===== src/usb_event_flags_pkg.sv =====
/*
 * constants for the usb function event flag block: register indices and byte
 * addresses, flag masks, reset values and bus response codes.
 * assumes a 32-bit axi4-lite register bus and one word per register.
 */
`default_nettype none

package usb_event_flags_pkg;

   // ********************************************
   // bus shape
   // ********************************************
   localparam int AXI_AW = 32;
   localparam int AXI_DW = 32;
   localparam logic [1:0] RESP_OKAY = 2'b00;
   localparam logic [1:0] RESP_SLVERR = 2'b10;

   // ********************************************
   // register indices, byte address is four times the index
   // ********************************************
   localparam logic [31:0] IDX_PORT_B_DIRECTION_LOW = 32'hfffe3886;
   localparam logic [31:0] IDX_USB_EVENT_FLAGS_ZERO = 32'hfffe7000;
   localparam logic [31:0] IDX_USB_EVENT_FLAGS_ONE = 32'hfffe7001;
   localparam logic [31:0] IDX_USB_EVENT_FLAGS_TWO = 32'hfffe7002;
   localparam logic [31:0] ADDR_PORT_B_DIRECTION_LOW = {IDX_PORT_B_DIRECTION_LOW[29:0], 2'b00};
   localparam logic [31:0] ADDR_USB_EVENT_FLAGS_ZERO = {IDX_USB_EVENT_FLAGS_ZERO[29:0], 2'b00};
   localparam logic [31:0] ADDR_USB_EVENT_FLAGS_ONE = {IDX_USB_EVENT_FLAGS_ONE[29:0], 2'b00};
   localparam logic [31:0] ADDR_USB_EVENT_FLAGS_TWO = {IDX_USB_EVENT_FLAGS_TWO[29:0], 2'b00};

   // ********************************************
   // flag masks
   // ********************************************
   localparam logic [7:0] F0_BUS_RESET_SEEN = 8'h80;
   localparam logic [7:0] F0_ENDPOINT_INFO_LOADED = 8'h40;
   localparam logic [7:0] F0_CONFIG_REQUEST_SEEN = 8'h08;
   localparam logic [7:0] F0_INTERFACE_REQUEST_SEEN = 8'h04;
   localparam logic [7:0] F0_VBUS_LEVEL_MONITOR = 8'h02;
   localparam logic [7:0] F0_ATTACH_CHANGE = 8'h01;
   localparam logic [7:0] F1_FRAME_START_SEEN = 8'h10;
   localparam logic [7:0] F1_SETUP_RECEIVED = 8'h08;
   localparam logic [7:0] F1_CTRL_OUT_RECEIVED = 8'h04;
   localparam logic [7:0] F1_CTRL_IN_REQUEST = 8'h02;
   localparam logic [7:0] F1_CTRL_IN_SENT = 8'h01;
   localparam logic [7:0] F2_EP_C_REQUEST = 8'h20;
   localparam logic [7:0] F2_EP_C_SENT = 8'h10;
   localparam logic [7:0] F2_EP_B_REQUEST = 8'h08;
   localparam logic [7:0] F2_EP_B_BUFFER_FREE = 8'h04;
   localparam logic [7:0] F2_EP_B_ALL_FREE = 8'h02;
   localparam logic [7:0] F2_EP_A_FULL = 8'h01;
   localparam logic [7:0] F0_STICKY = 8'hcd;
   localparam logic [7:0] F1_STICKY = 8'h1f;
   localparam logic [7:0] F2_STICKY = 8'h38;
   localparam logic [15:0] PULLUP_PIN_DIRECTION = 16'h8000;
   localparam int PULLUP_PIN_BIT = 15;

   // ********************************************
   // reset values
   // ********************************************
   localparam logic [7:0] FLAGS_RESET = 8'h00;
   localparam logic [15:0] DIRECTION_RESET = 16'h0000;

   typedef enum logic [2:0] {
      SEL_NONE = 3'b000,
      SEL_DIR = 3'b001,
      SEL_F0 = 3'b011,
      SEL_F1 = 3'b010,
      SEL_F2 = 3'b110
   } regsel_t;

endpackage

`default_nettype wire


===== src/usb_event_flags.sv =====
/*
 * event and status flags of a usb function controller, the port b direction
 * register that steers the bus pull-up pin, and an axi4-lite register slave.
 * assumes the packet engine and endpoint fifos give one-cycle event pulses and
 * fifo levels synchronous to mclk, and vbus already synchronised.
 */
`timescale 1ns/10ps
`default_nettype none

module usb_event_flags
   import usb_event_flags_pkg::*;
(
   // clock and reset
   input wire logic mclk,
   input wire logic rst_b,
   // axi4-lite write
   input wire logic [usb_event_flags_pkg::AXI_AW-1:0] awaddr,
   input wire logic awvalid,
   output logic awready,
   input wire logic [usb_event_flags_pkg::AXI_DW-1:0] wdata,
   input wire logic [3:0] wstrb,
   input wire logic wvalid,
   output logic wready,
   output logic [1:0] bresp,
   output logic bvalid,
   input wire logic bready,
   // axi4-lite read
   input wire logic [usb_event_flags_pkg::AXI_AW-1:0] araddr,
   input wire logic arvalid,
   output logic arready,
   output logic [usb_event_flags_pkg::AXI_DW-1:0] rdata,
   output logic [1:0] rresp,
   output logic rvalid,
   input wire logic rready,
   // events from the packet engine
   input wire logic busResetDet,
   input wire logic epInfoDone,
   input wire logic setConfigDet,
   input wire logic setInterfaceDet,
   input wire logic frameStartDet,
   input wire logic setupDone,
   input wire logic ctrlOutDone,
   input wire logic ctrlInReq,
   input wire logic ctrlInDone,
   input wire logic epCReq,
   input wire logic epCDone,
   input wire logic epBReq,
   // levels from the fifos and the cable
   input wire logic vbus,
   input wire logic epBTxEmpty,
   input wire logic epBAllEmpty,
   input wire logic epAFull,
   // pull-up control pin
   output logic pullupOut,
   output logic pullupOe_b,
   // interrupt requests, one per flag group
   output logic [2:0] flagIrq
);
   import usb_event_flags_pkg::*;

   // ********************************************
   // state
   // ********************************************
   typedef struct packed {
      logic awReady;
      logic wReady;
      logic [31:0] awAddr;
      logic [31:0] wData;
      logic [3:0] wStrb;
      logic bValid;
      logic [1:0] bResp;
      logic arReady;
      logic rValid;
      logic [31:0] rData;
      logic [1:0] rResp;
      logic [7:0] flags0;
      logic [7:0] flags1;
      logic [7:0] flags2;
      logic [15:0] direction;
      logic vbusLast;
      logic pullupOut;
      logic pullupOeB;
      logic [2:0] irq;
   } state_t;

   state_t state_reg;
   state_t state_next;
   logic wrDo;
   logic [7:0] clr0;
   logic [7:0] clr1;
   logic [7:0] clr2;

   // ********************************************
   // helpers
   // ********************************************
   function automatic regsel_t decode(input logic [31:0] addr);
      regsel_t sel;
      sel = SEL_NONE;
      if (addr[31:2] == ADDR_PORT_B_DIRECTION_LOW[31:2]) begin
         sel = SEL_DIR;
      end else if (addr[31:2] == ADDR_USB_EVENT_FLAGS_ZERO[31:2]) begin
         sel = SEL_F0;
      end else if (addr[31:2] == ADDR_USB_EVENT_FLAGS_ONE[31:2]) begin
         sel = SEL_F1;
      end else if (addr[31:2] == ADDR_USB_EVENT_FLAGS_TWO[31:2]) begin
         sel = SEL_F2;
      end
      return sel;
   endfunction

   // set wins over clear, so an event landing on a clear write survives
   function automatic logic [7:0] flagNext(input logic [7:0] cur, input logic [7:0] set,
                                           input logic [7:0] clr, input logic [7:0] sticky,
                                           input logic [7:0] level);
      return (((cur & ~clr) | set) & sticky) | (level & ~sticky);
   endfunction

   function automatic logic [7:0] ev(input logic hit, input logic [7:0] mask);
      return hit ? mask : 8'h00;
   endfunction

   // ********************************************
   // next state
   // ********************************************
   always_comb begin
      state_next = state_reg;
      wrDo = !state_reg.awReady && !state_reg.wReady && !state_reg.bValid;
      clr0 = 8'h00;
      clr1 = 8'h00;
      clr2 = 8'h00;

      // write channel: address and data taken in either order
      if (awvalid && state_reg.awReady) begin
         state_next.awReady = 1'b0;
         state_next.awAddr = awaddr;
      end
      if (wvalid && state_reg.wReady) begin
         state_next.wReady = 1'b0;
         state_next.wData = wdata;
         state_next.wStrb = wstrb;
      end
      if (wrDo) begin
         state_next.bValid = 1'b1;
         state_next.bResp = RESP_OKAY;
         case (decode(state_reg.awAddr))
            SEL_DIR: begin
               if (state_reg.wStrb[0]) begin
                  state_next.direction[7:0] = state_reg.wData[7:0];
               end
               if (state_reg.wStrb[1]) begin
                  state_next.direction[15:8] = state_reg.wData[15:8];
               end
            end
            // write one to clear; sticky bits only
            SEL_F0: clr0 = state_reg.wStrb[0] ? state_reg.wData[7:0] : 8'h00;
            SEL_F1: clr1 = state_reg.wStrb[0] ? state_reg.wData[7:0] : 8'h00;
            SEL_F2: clr2 = state_reg.wStrb[0] ? state_reg.wData[7:0] : 8'h00;
            default: state_next.bResp = RESP_SLVERR;
         endcase
      end
      // readies come back only after the response, one write at a time
      if (state_reg.bValid && bready) begin
         state_next.bValid = 1'b0;
         state_next.awReady = 1'b1;
         state_next.wReady = 1'b1;
      end

      // read channel
      if (arvalid && state_reg.arReady) begin
         state_next.arReady = 1'b0;
         state_next.rValid = 1'b1;
         state_next.rResp = RESP_OKAY;
         case (decode(araddr))
            SEL_DIR: state_next.rData = {16'h0000, state_reg.direction};
            SEL_F0: state_next.rData = {24'h000000, state_reg.flags0};
            SEL_F1: state_next.rData = {24'h000000, state_reg.flags1};
            SEL_F2: state_next.rData = {24'h000000, state_reg.flags2};
            default: begin
               state_next.rData = 32'h00000000;
               state_next.rResp = RESP_SLVERR;
            end
         endcase
      end
      if (state_reg.rValid && rready) begin
         state_next.rValid = 1'b0;
         state_next.arReady = 1'b1;
      end

      // flag group zero
      state_next.vbusLast = vbus;
      state_next.flags0 = flagNext(state_reg.flags0,
         ev(busResetDet, F0_BUS_RESET_SEEN)
         | ev(epInfoDone, F0_ENDPOINT_INFO_LOADED)
         | ev(setConfigDet, F0_CONFIG_REQUEST_SEEN)
         | ev(setInterfaceDet, F0_INTERFACE_REQUEST_SEEN)
         | ev(vbus != state_reg.vbusLast, F0_ATTACH_CHANGE),
         clr0, F0_STICKY,
         ev(vbus, F0_VBUS_LEVEL_MONITOR));

      // flag group one
      state_next.flags1 = flagNext(state_reg.flags1,
         ev(frameStartDet, F1_FRAME_START_SEEN)
         | ev(setupDone, F1_SETUP_RECEIVED)
         | ev(ctrlOutDone, F1_CTRL_OUT_RECEIVED)
         | ev(ctrlInReq, F1_CTRL_IN_REQUEST)
         | ev(ctrlInDone, F1_CTRL_IN_SENT),
         clr1, F1_STICKY, 8'h00);

      // flag group two; fifo bits follow the fifo levels
      state_next.flags2 = flagNext(state_reg.flags2,
         ev(epCReq, F2_EP_C_REQUEST)
         | ev(epCDone, F2_EP_C_SENT)
         | ev(epBReq, F2_EP_B_REQUEST),
         clr2, F2_STICKY,
         ev(epBTxEmpty, F2_EP_B_BUFFER_FREE)
         | ev(epBAllEmpty, F2_EP_B_ALL_FREE)
         | ev(epAFull, F2_EP_A_FULL));

      // requests follow the flags that the same edge stores
      state_next.irq = {|state_next.flags2, |state_next.flags1, |state_next.flags0};

      // pull-up pin driven high while it is an output
      state_next.pullupOut = state_next.direction[PULLUP_PIN_BIT];
      state_next.pullupOeB = !state_next.direction[PULLUP_PIN_BIT];
   end

   // ********************************************
   // registers
   // ********************************************
   always_ff @(posedge mclk or negedge rst_b) begin
      if (!rst_b) begin
         state_reg <= '{awReady: 1'b1, wReady: 1'b1, awAddr: 32'h00000000,
                        wData: 32'h00000000, wStrb: 4'h0, bValid: 1'b0, bResp: RESP_OKAY,
                        arReady: 1'b1, rValid: 1'b0, rData: 32'h00000000,
                        rResp: RESP_OKAY, flags0: FLAGS_RESET, flags1: FLAGS_RESET,
                        flags2: FLAGS_RESET, direction: DIRECTION_RESET, vbusLast: 1'b0,
                        pullupOut: 1'b0, pullupOeB: 1'b1, irq: 3'h0};
      end else begin
         state_reg <= state_next;
      end
   end

   assign awready = state_reg.awReady;
   assign wready = state_reg.wReady;
   assign bvalid = state_reg.bValid;
   assign bresp = state_reg.bResp;
   assign arready = state_reg.arReady;
   assign rvalid = state_reg.rValid;
   assign rdata = state_reg.rData;
   assign rresp = state_reg.rResp;
   assign pullupOut = state_reg.pullupOut;
   assign pullupOe_b = state_reg.pullupOeB;
   assign flagIrq = state_reg.irq;
endmodule

`default_nettype wire


===== config.mk =====
export PLATFORM = sky130hd
export DESIGN_NAME = usb_event_flags
export DESIGN_NICKNAME = d
export VERILOG_FILES = /design/src/usb_event_flags_pkg.sv /design/src/usb_event_flags.sv
export SDC_FILE = /design/constraint.sdc
export NUM_CORES = 1
export LEC_CHECK = 0
export BUFFER_PORTS_ARGS = -buffer_cell sky130_fd_sc_hd__buf_2
export CAP_MARGIN = 20
export CORE_ASPECT_RATIO = 0.5
export CORE_MARGIN = 2
export CORE_UTILIZATION = 50
export CTS_CLUSTER_DIAMETER = 200
export CTS_CLUSTER_SIZE = 8
export DETAILED_ROUTE_END_ITERATION = 12
export PLACE_DENSITY = 0.8
export SYNTH_ARGS = -nofsm -noshare
export SYNTH_HDL_FRONTEND = slang
export SYNTH_SLANG_ARGS = --single-unit

===== constraint.sdc =====
create_clock -name mclk -period 6.4 [get_ports mclk]
set_clock_uncertainty 0.15 [all_clocks]
set_input_delay 1.28 -clock mclk [delete_from_list [all_inputs] [get_ports mclk]]
set_output_delay 1.28 -clock mclk [all_outputs]
set_load 0.02 [all_outputs]

Yosys cells after proc, flatten, opt, wreduce, memory -nomap -nowiden
Index checks and enable logic that the tools add are counted.
{ "word_totals": {"register_bits": 131, "input_bits": 123, "out_inout_bits": 46, "word_cells": 130} }
{ "classes": {"eq_ne": 17, "mux": 48, "bitwise": 23, "n_reduce_logical": 22} }
{ "op_table": {"columns": ["operator", "n"], "rows": [
  ["$eq A30 B30 Y1 const B", 8],
  ["$pmux W16 S4", 1],
  ["$mux W8", 6],
  ["$mux W3", 14],
  ["$mux W36", 1],
  ["$mux W16", 2],
  ["$mux W5", 4],
  ["$mux W6", 3],
  ["$reduce_or A8 Y1", 2],
  ["$mux W2", 7],
  ["$eq A3 B2 Y1 const B", 4],
  ["$mux W4", 3],
  ["$and A8 B8 Y8", 1],
  ["$not A8 Y8", 1],
  ["$or A8 B1 Y8", 1],
  ["$or A8 B2 Y8", 1],
  ["$or A8 B3 Y8", 1],
  ["$or A8 B4 Y8", 1],
  ["$or A8 B7 Y8", 1],
  ["$or A8 B8 Y8", 1],
  ["$reduce_bool A2 Y1", 4],
  ["$reduce_or A4 Y1", 2],
  ["$logic_and A1 B1 Y1", 7],
  ["$mux W7", 1],
  ["other kinds (22)", 33]
]} }

Logic depth before layout (Yosys ltp)
{ "depth": {"depth_word": 14, "ltp_mapped": 7, "ltp_nobuf": 5} }

Worst setup path after synthesis
Ideal clock, no wire load.
{ "synth_timing": {"path_kind": "input -> register", "start": "input port araddr[7] in the netlist's numbering", "end": "register state_reg (netlist bit rdata[4])", "setup_time_ps": 67, "t_arrival_ps": 3097, "required_ps": 6183, "slack_ps": 3085, "stages": 6, "path_buffers": 1, "path_cell_list": "or4b_1 -> or4_1 -> nor3_1 -> buf_2 -> a22o_1 -> a22o_1"} }
{ "synth_between": {"elab_chain_cells": 8, "elab_cells_between_ends": 14, "cone_classes": "8 x eq/ne; 6 x mux"} }
{ "synth_rtl": {"columns": ["element", "line_no", "rtl"], "rows": [
  ["start: declaration", "usb_event_flags.sv:28", "input wire logic [usb_event_flags_pkg::AXI_AW-1:0] araddr,"],
  ["$eq A30 B30 Y1", "usb_event_flags.sv:105", "end else if (addr[31:2] == ADDR_USB_EVENT_FLAGS_TWO[31:2]) begin"],
  ["$mux W3", "usb_event_flags.sv:105", null],
  ["$mux W3", "usb_event_flags.sv:103", "end else if (addr[31:2] == ADDR_USB_EVENT_FLAGS_ONE[31:2]) begin"],
  ["$mux W3", "usb_event_flags.sv:101", "end else if (addr[31:2] == ADDR_USB_EVENT_FLAGS_ZERO[31:2]) begin"],
  ["$mux W3 (*)", "usb_event_flags.sv:99", "if (addr[31:2] == ADDR_PORT_B_DIRECTION_LOW[31:2]) begin"],
  ["$mux W3 (*)", "usb_event_flags.sv:169", "if (arvalid && state_reg.arReady) begin"],
  ["$eq A3 B3 Y1, or another cell as far along", "usb_event_flags.sv:173", "case (decode(araddr))"],
  ["$pmux W16 S4 (*)", "usb_event_flags.sv:173", null],
  ["end signal: assignment", "usb_event_flags.sv:232", "state_reg <= '{awReady: 1'b1, wReady: 1'b1, awAddr: 32'h00000000,"],
  ["end signal: assignment", "usb_event_flags.sv:239", "state_reg <= state_next;"],
  ["end: declaration", "usb_event_flags.sv:86", "state_t state_reg;"]
]} }
Mark *: on every way between the ends. The rest lies on a longest branch, timed or not. The select of a mux whose other input is x is not followed.
A chain may end at the register's enable or synchronous reset.

Final worst setup path
Ends and elaborated chain as after synthesis.

==> reports/metrics.yaml <==
ys.flop_type: "dfrtp_1"
insertedDiodeCount: 0
drt-initial-drc-count: 162
dp_hpwl_um: 7527
drt_wl_total_um: 9987
post_cts_buffers: 0
drive_above_1_share_pct: 41.58
cts_hold_repair.buffers: 0
clockBufferDepth: 2
hold_viol_final: 0
start_util_pct: 51.67
synth_top_area_share_pct: 52.97
fin_crit_sh_pct: 52.91
power_leakage_uw: 0.002645
path_clk_slew_ns: 0.07
nNetsFinal: 624
die_x_um: 144.2
grt_pass1_wl_um: 15660
cp-start-kind: "input pin"
path_class: "input pin to flip-flop"
ctsResizeCount: 0
synth.most_common_cell: "dfrtp_1"
largest_reg_flops: 80
core-area_sq_mm: 0.009509
syn2layout_area_growth_pct: 17.67
avgSynthCellArea_sq_um: 12.57
cts_htree_levels: 3
num_vias: 3273
first_global_vias: 3259
place_congestion: 0.7989
setup_viol: 0
clock-sinks: 108
cts_tree: "built"
async_reset_ff_share_pct: 100.0
viasPerCell: 5.114
ys_seq_elements: 108
ys_types: 51
max_freq_ghz: 0.2953
dieArea_sq_mm: 0.01068
cp_max_fo: 14
worst_ep_required_time_ns: 6.52
tns_ns: 0
drt-pass1-iter-count: 4
ant_nets: 0
num_io_pins: 169
cts_made_buffers: 9
yosysWarnings: 0
vdd_drop_max_v: 0.0002041
slew_headroom_pct: 39.82
cts_root_buf: "clkbuf_16"
status: "finished, final reports clean"
route.detailed.drc: 0
detail_route.wl_per_cell_um: 15.60
num_rows: 25
grtUsageTotal_pct: 19.29
overflow: 0
worst_pin_slew_ns: 0.8978
synth_top_area_cell: "dfrtp_1"
powerDensity_mw_per_mm2: 326.7
fillerInstances: 772
synth_top_cells_by_area: "dfrtp_1, mux2_2, buf_4, mux2_1, nand2_1"
rsz0062_at_grt: "false"
synth_common_cells: "dfrtp_1, mux2_2, buf_4"
port_buffers: 128
finalCriticalPeriod_ns: 3.386
report.final.slew_viol_count: 0
endpoint_kind: "flip-flop"
syn_inst: 391
cap_violations: 0
synth_edf_count: 0
grt_start_max_net_pins: 71
worstSkewPairLatency_ns: 0.34
synth-seq-area-share_pct: 55.11
hp-class: "flip-flop to flip-flop"
dieHeight_um: 74.10
cp.arrival_ns: 3.51
antenna_found_initial: 0
netlist_area_sq_mm: 0.004913
post-route-util_pct: 60.80
-- power by group --
part           switching (uW)  internal [uW]
clock network             241            276
logic                     161            218
registers                 137            855
-- stage by stage --
stage                     power, uW  cells  cell area [sq um]  setup WS, ns  hold slack (ns)
after floorplan                1249    408               4977         3.085           0.2480
after CTS                      1908    640               5782         3.017           0.3102
after global routing           1986    640               5782         2.894           0.3296
after global placement         1351    624               5478         2.696           0.2744
final                          1889    640               5782         3.014           0.2999
after detailed placement       1388    625               5505         2.639           0.3008
-- per-layer routing --
layer / track usage [%] / part of all wire, %
met1: 24.87 / 45
met4: 6.257 / 1.7
met5: 0 / 0
met2: 31.85 / 47
met3: 6.053 / 6.0
-- worst max-delay path: stages --
cell and delay (ns):
buf_2 0.09, or4b_1 0.51, or4_1 0.51, nor3_2 0.72, a22o_1 0.26, a22o_1 0.13
-- layout by cell type, fill, tap and decap left out, drive strengths merged, types with 2 or more instances in the layout --
master  netlist  final
a21o          4      4
a21oi         3      3
a22o         14     14
a32o          3      3
a41oi         4      4
and2          2      2
and4          2      2
and4b         2      2
buf          40    131
clkbuf        9     11
conb          1     18
dfrtp       104    104
dfstp         4      4
inv           4      6
mux2         64     64
mux2i         6      6
nand2        34     34
nand3         6      6
nand3b        2      2
nand4         6      6
nand4b        4      4
nor2         13     13
nor2b         3      3
nor3          7      7
nor3b         4      4
nor4          3      3
nor4b         2      2
o21ai        17     17
o22a          3      3
or4           6      6
or4b          3      3
-- kinds of logic after synthesis --
logic type,Yosys count,share of synthesized area [%]
buf+inv,53,7.053
compound gates,54,8.429
mux,70,15.89
other cells,1,0.07632
flops,108,55.11
simple gates,105,13.45
-- area by class of cell --
class,count,area (sq um),share of cell area (%)
inverters,4,15.01,0.2597
well taps,135,168.9,2.921
clock inverters,4,33.78,0.5843
flip-flops and latches,108,2708,46.83
clock buffers,11,242.7,4.198
multi-input cells,247,1928,33.35
repair buffers,131,685.7,11.86
-- path summary, 6_finish.rpt --
kind | start | end | slack [ns] | cells after the start
max reg2reg | state_reg[126]$_DFFE_PN0P_ | state_reg[8]$_DFFE_PN0P_ | 3.58 | 5
max in group asynchronous | rst_b | state_reg[18]$_DFFE_PN0P_ | 4.12 | 2
min reg2reg | state_reg[104]$_DFFE_PN0P_ | pullupOe_b$_DFF_PN1_ | 0.30 | 1
min | state_reg[104]$_DFFE_PN0P_ | pullupOe_b$_DFF_PN1_ | 0.30 | 1
min in group asynchronous | rst_b | state_reg[136]$_DFFE_PN0P_ | 0.75 | 1
max | araddr[7] | rdata[4]$_DFFE_PN0P_ | 3.01 | 6
Power figures use the tool's default switching activity.
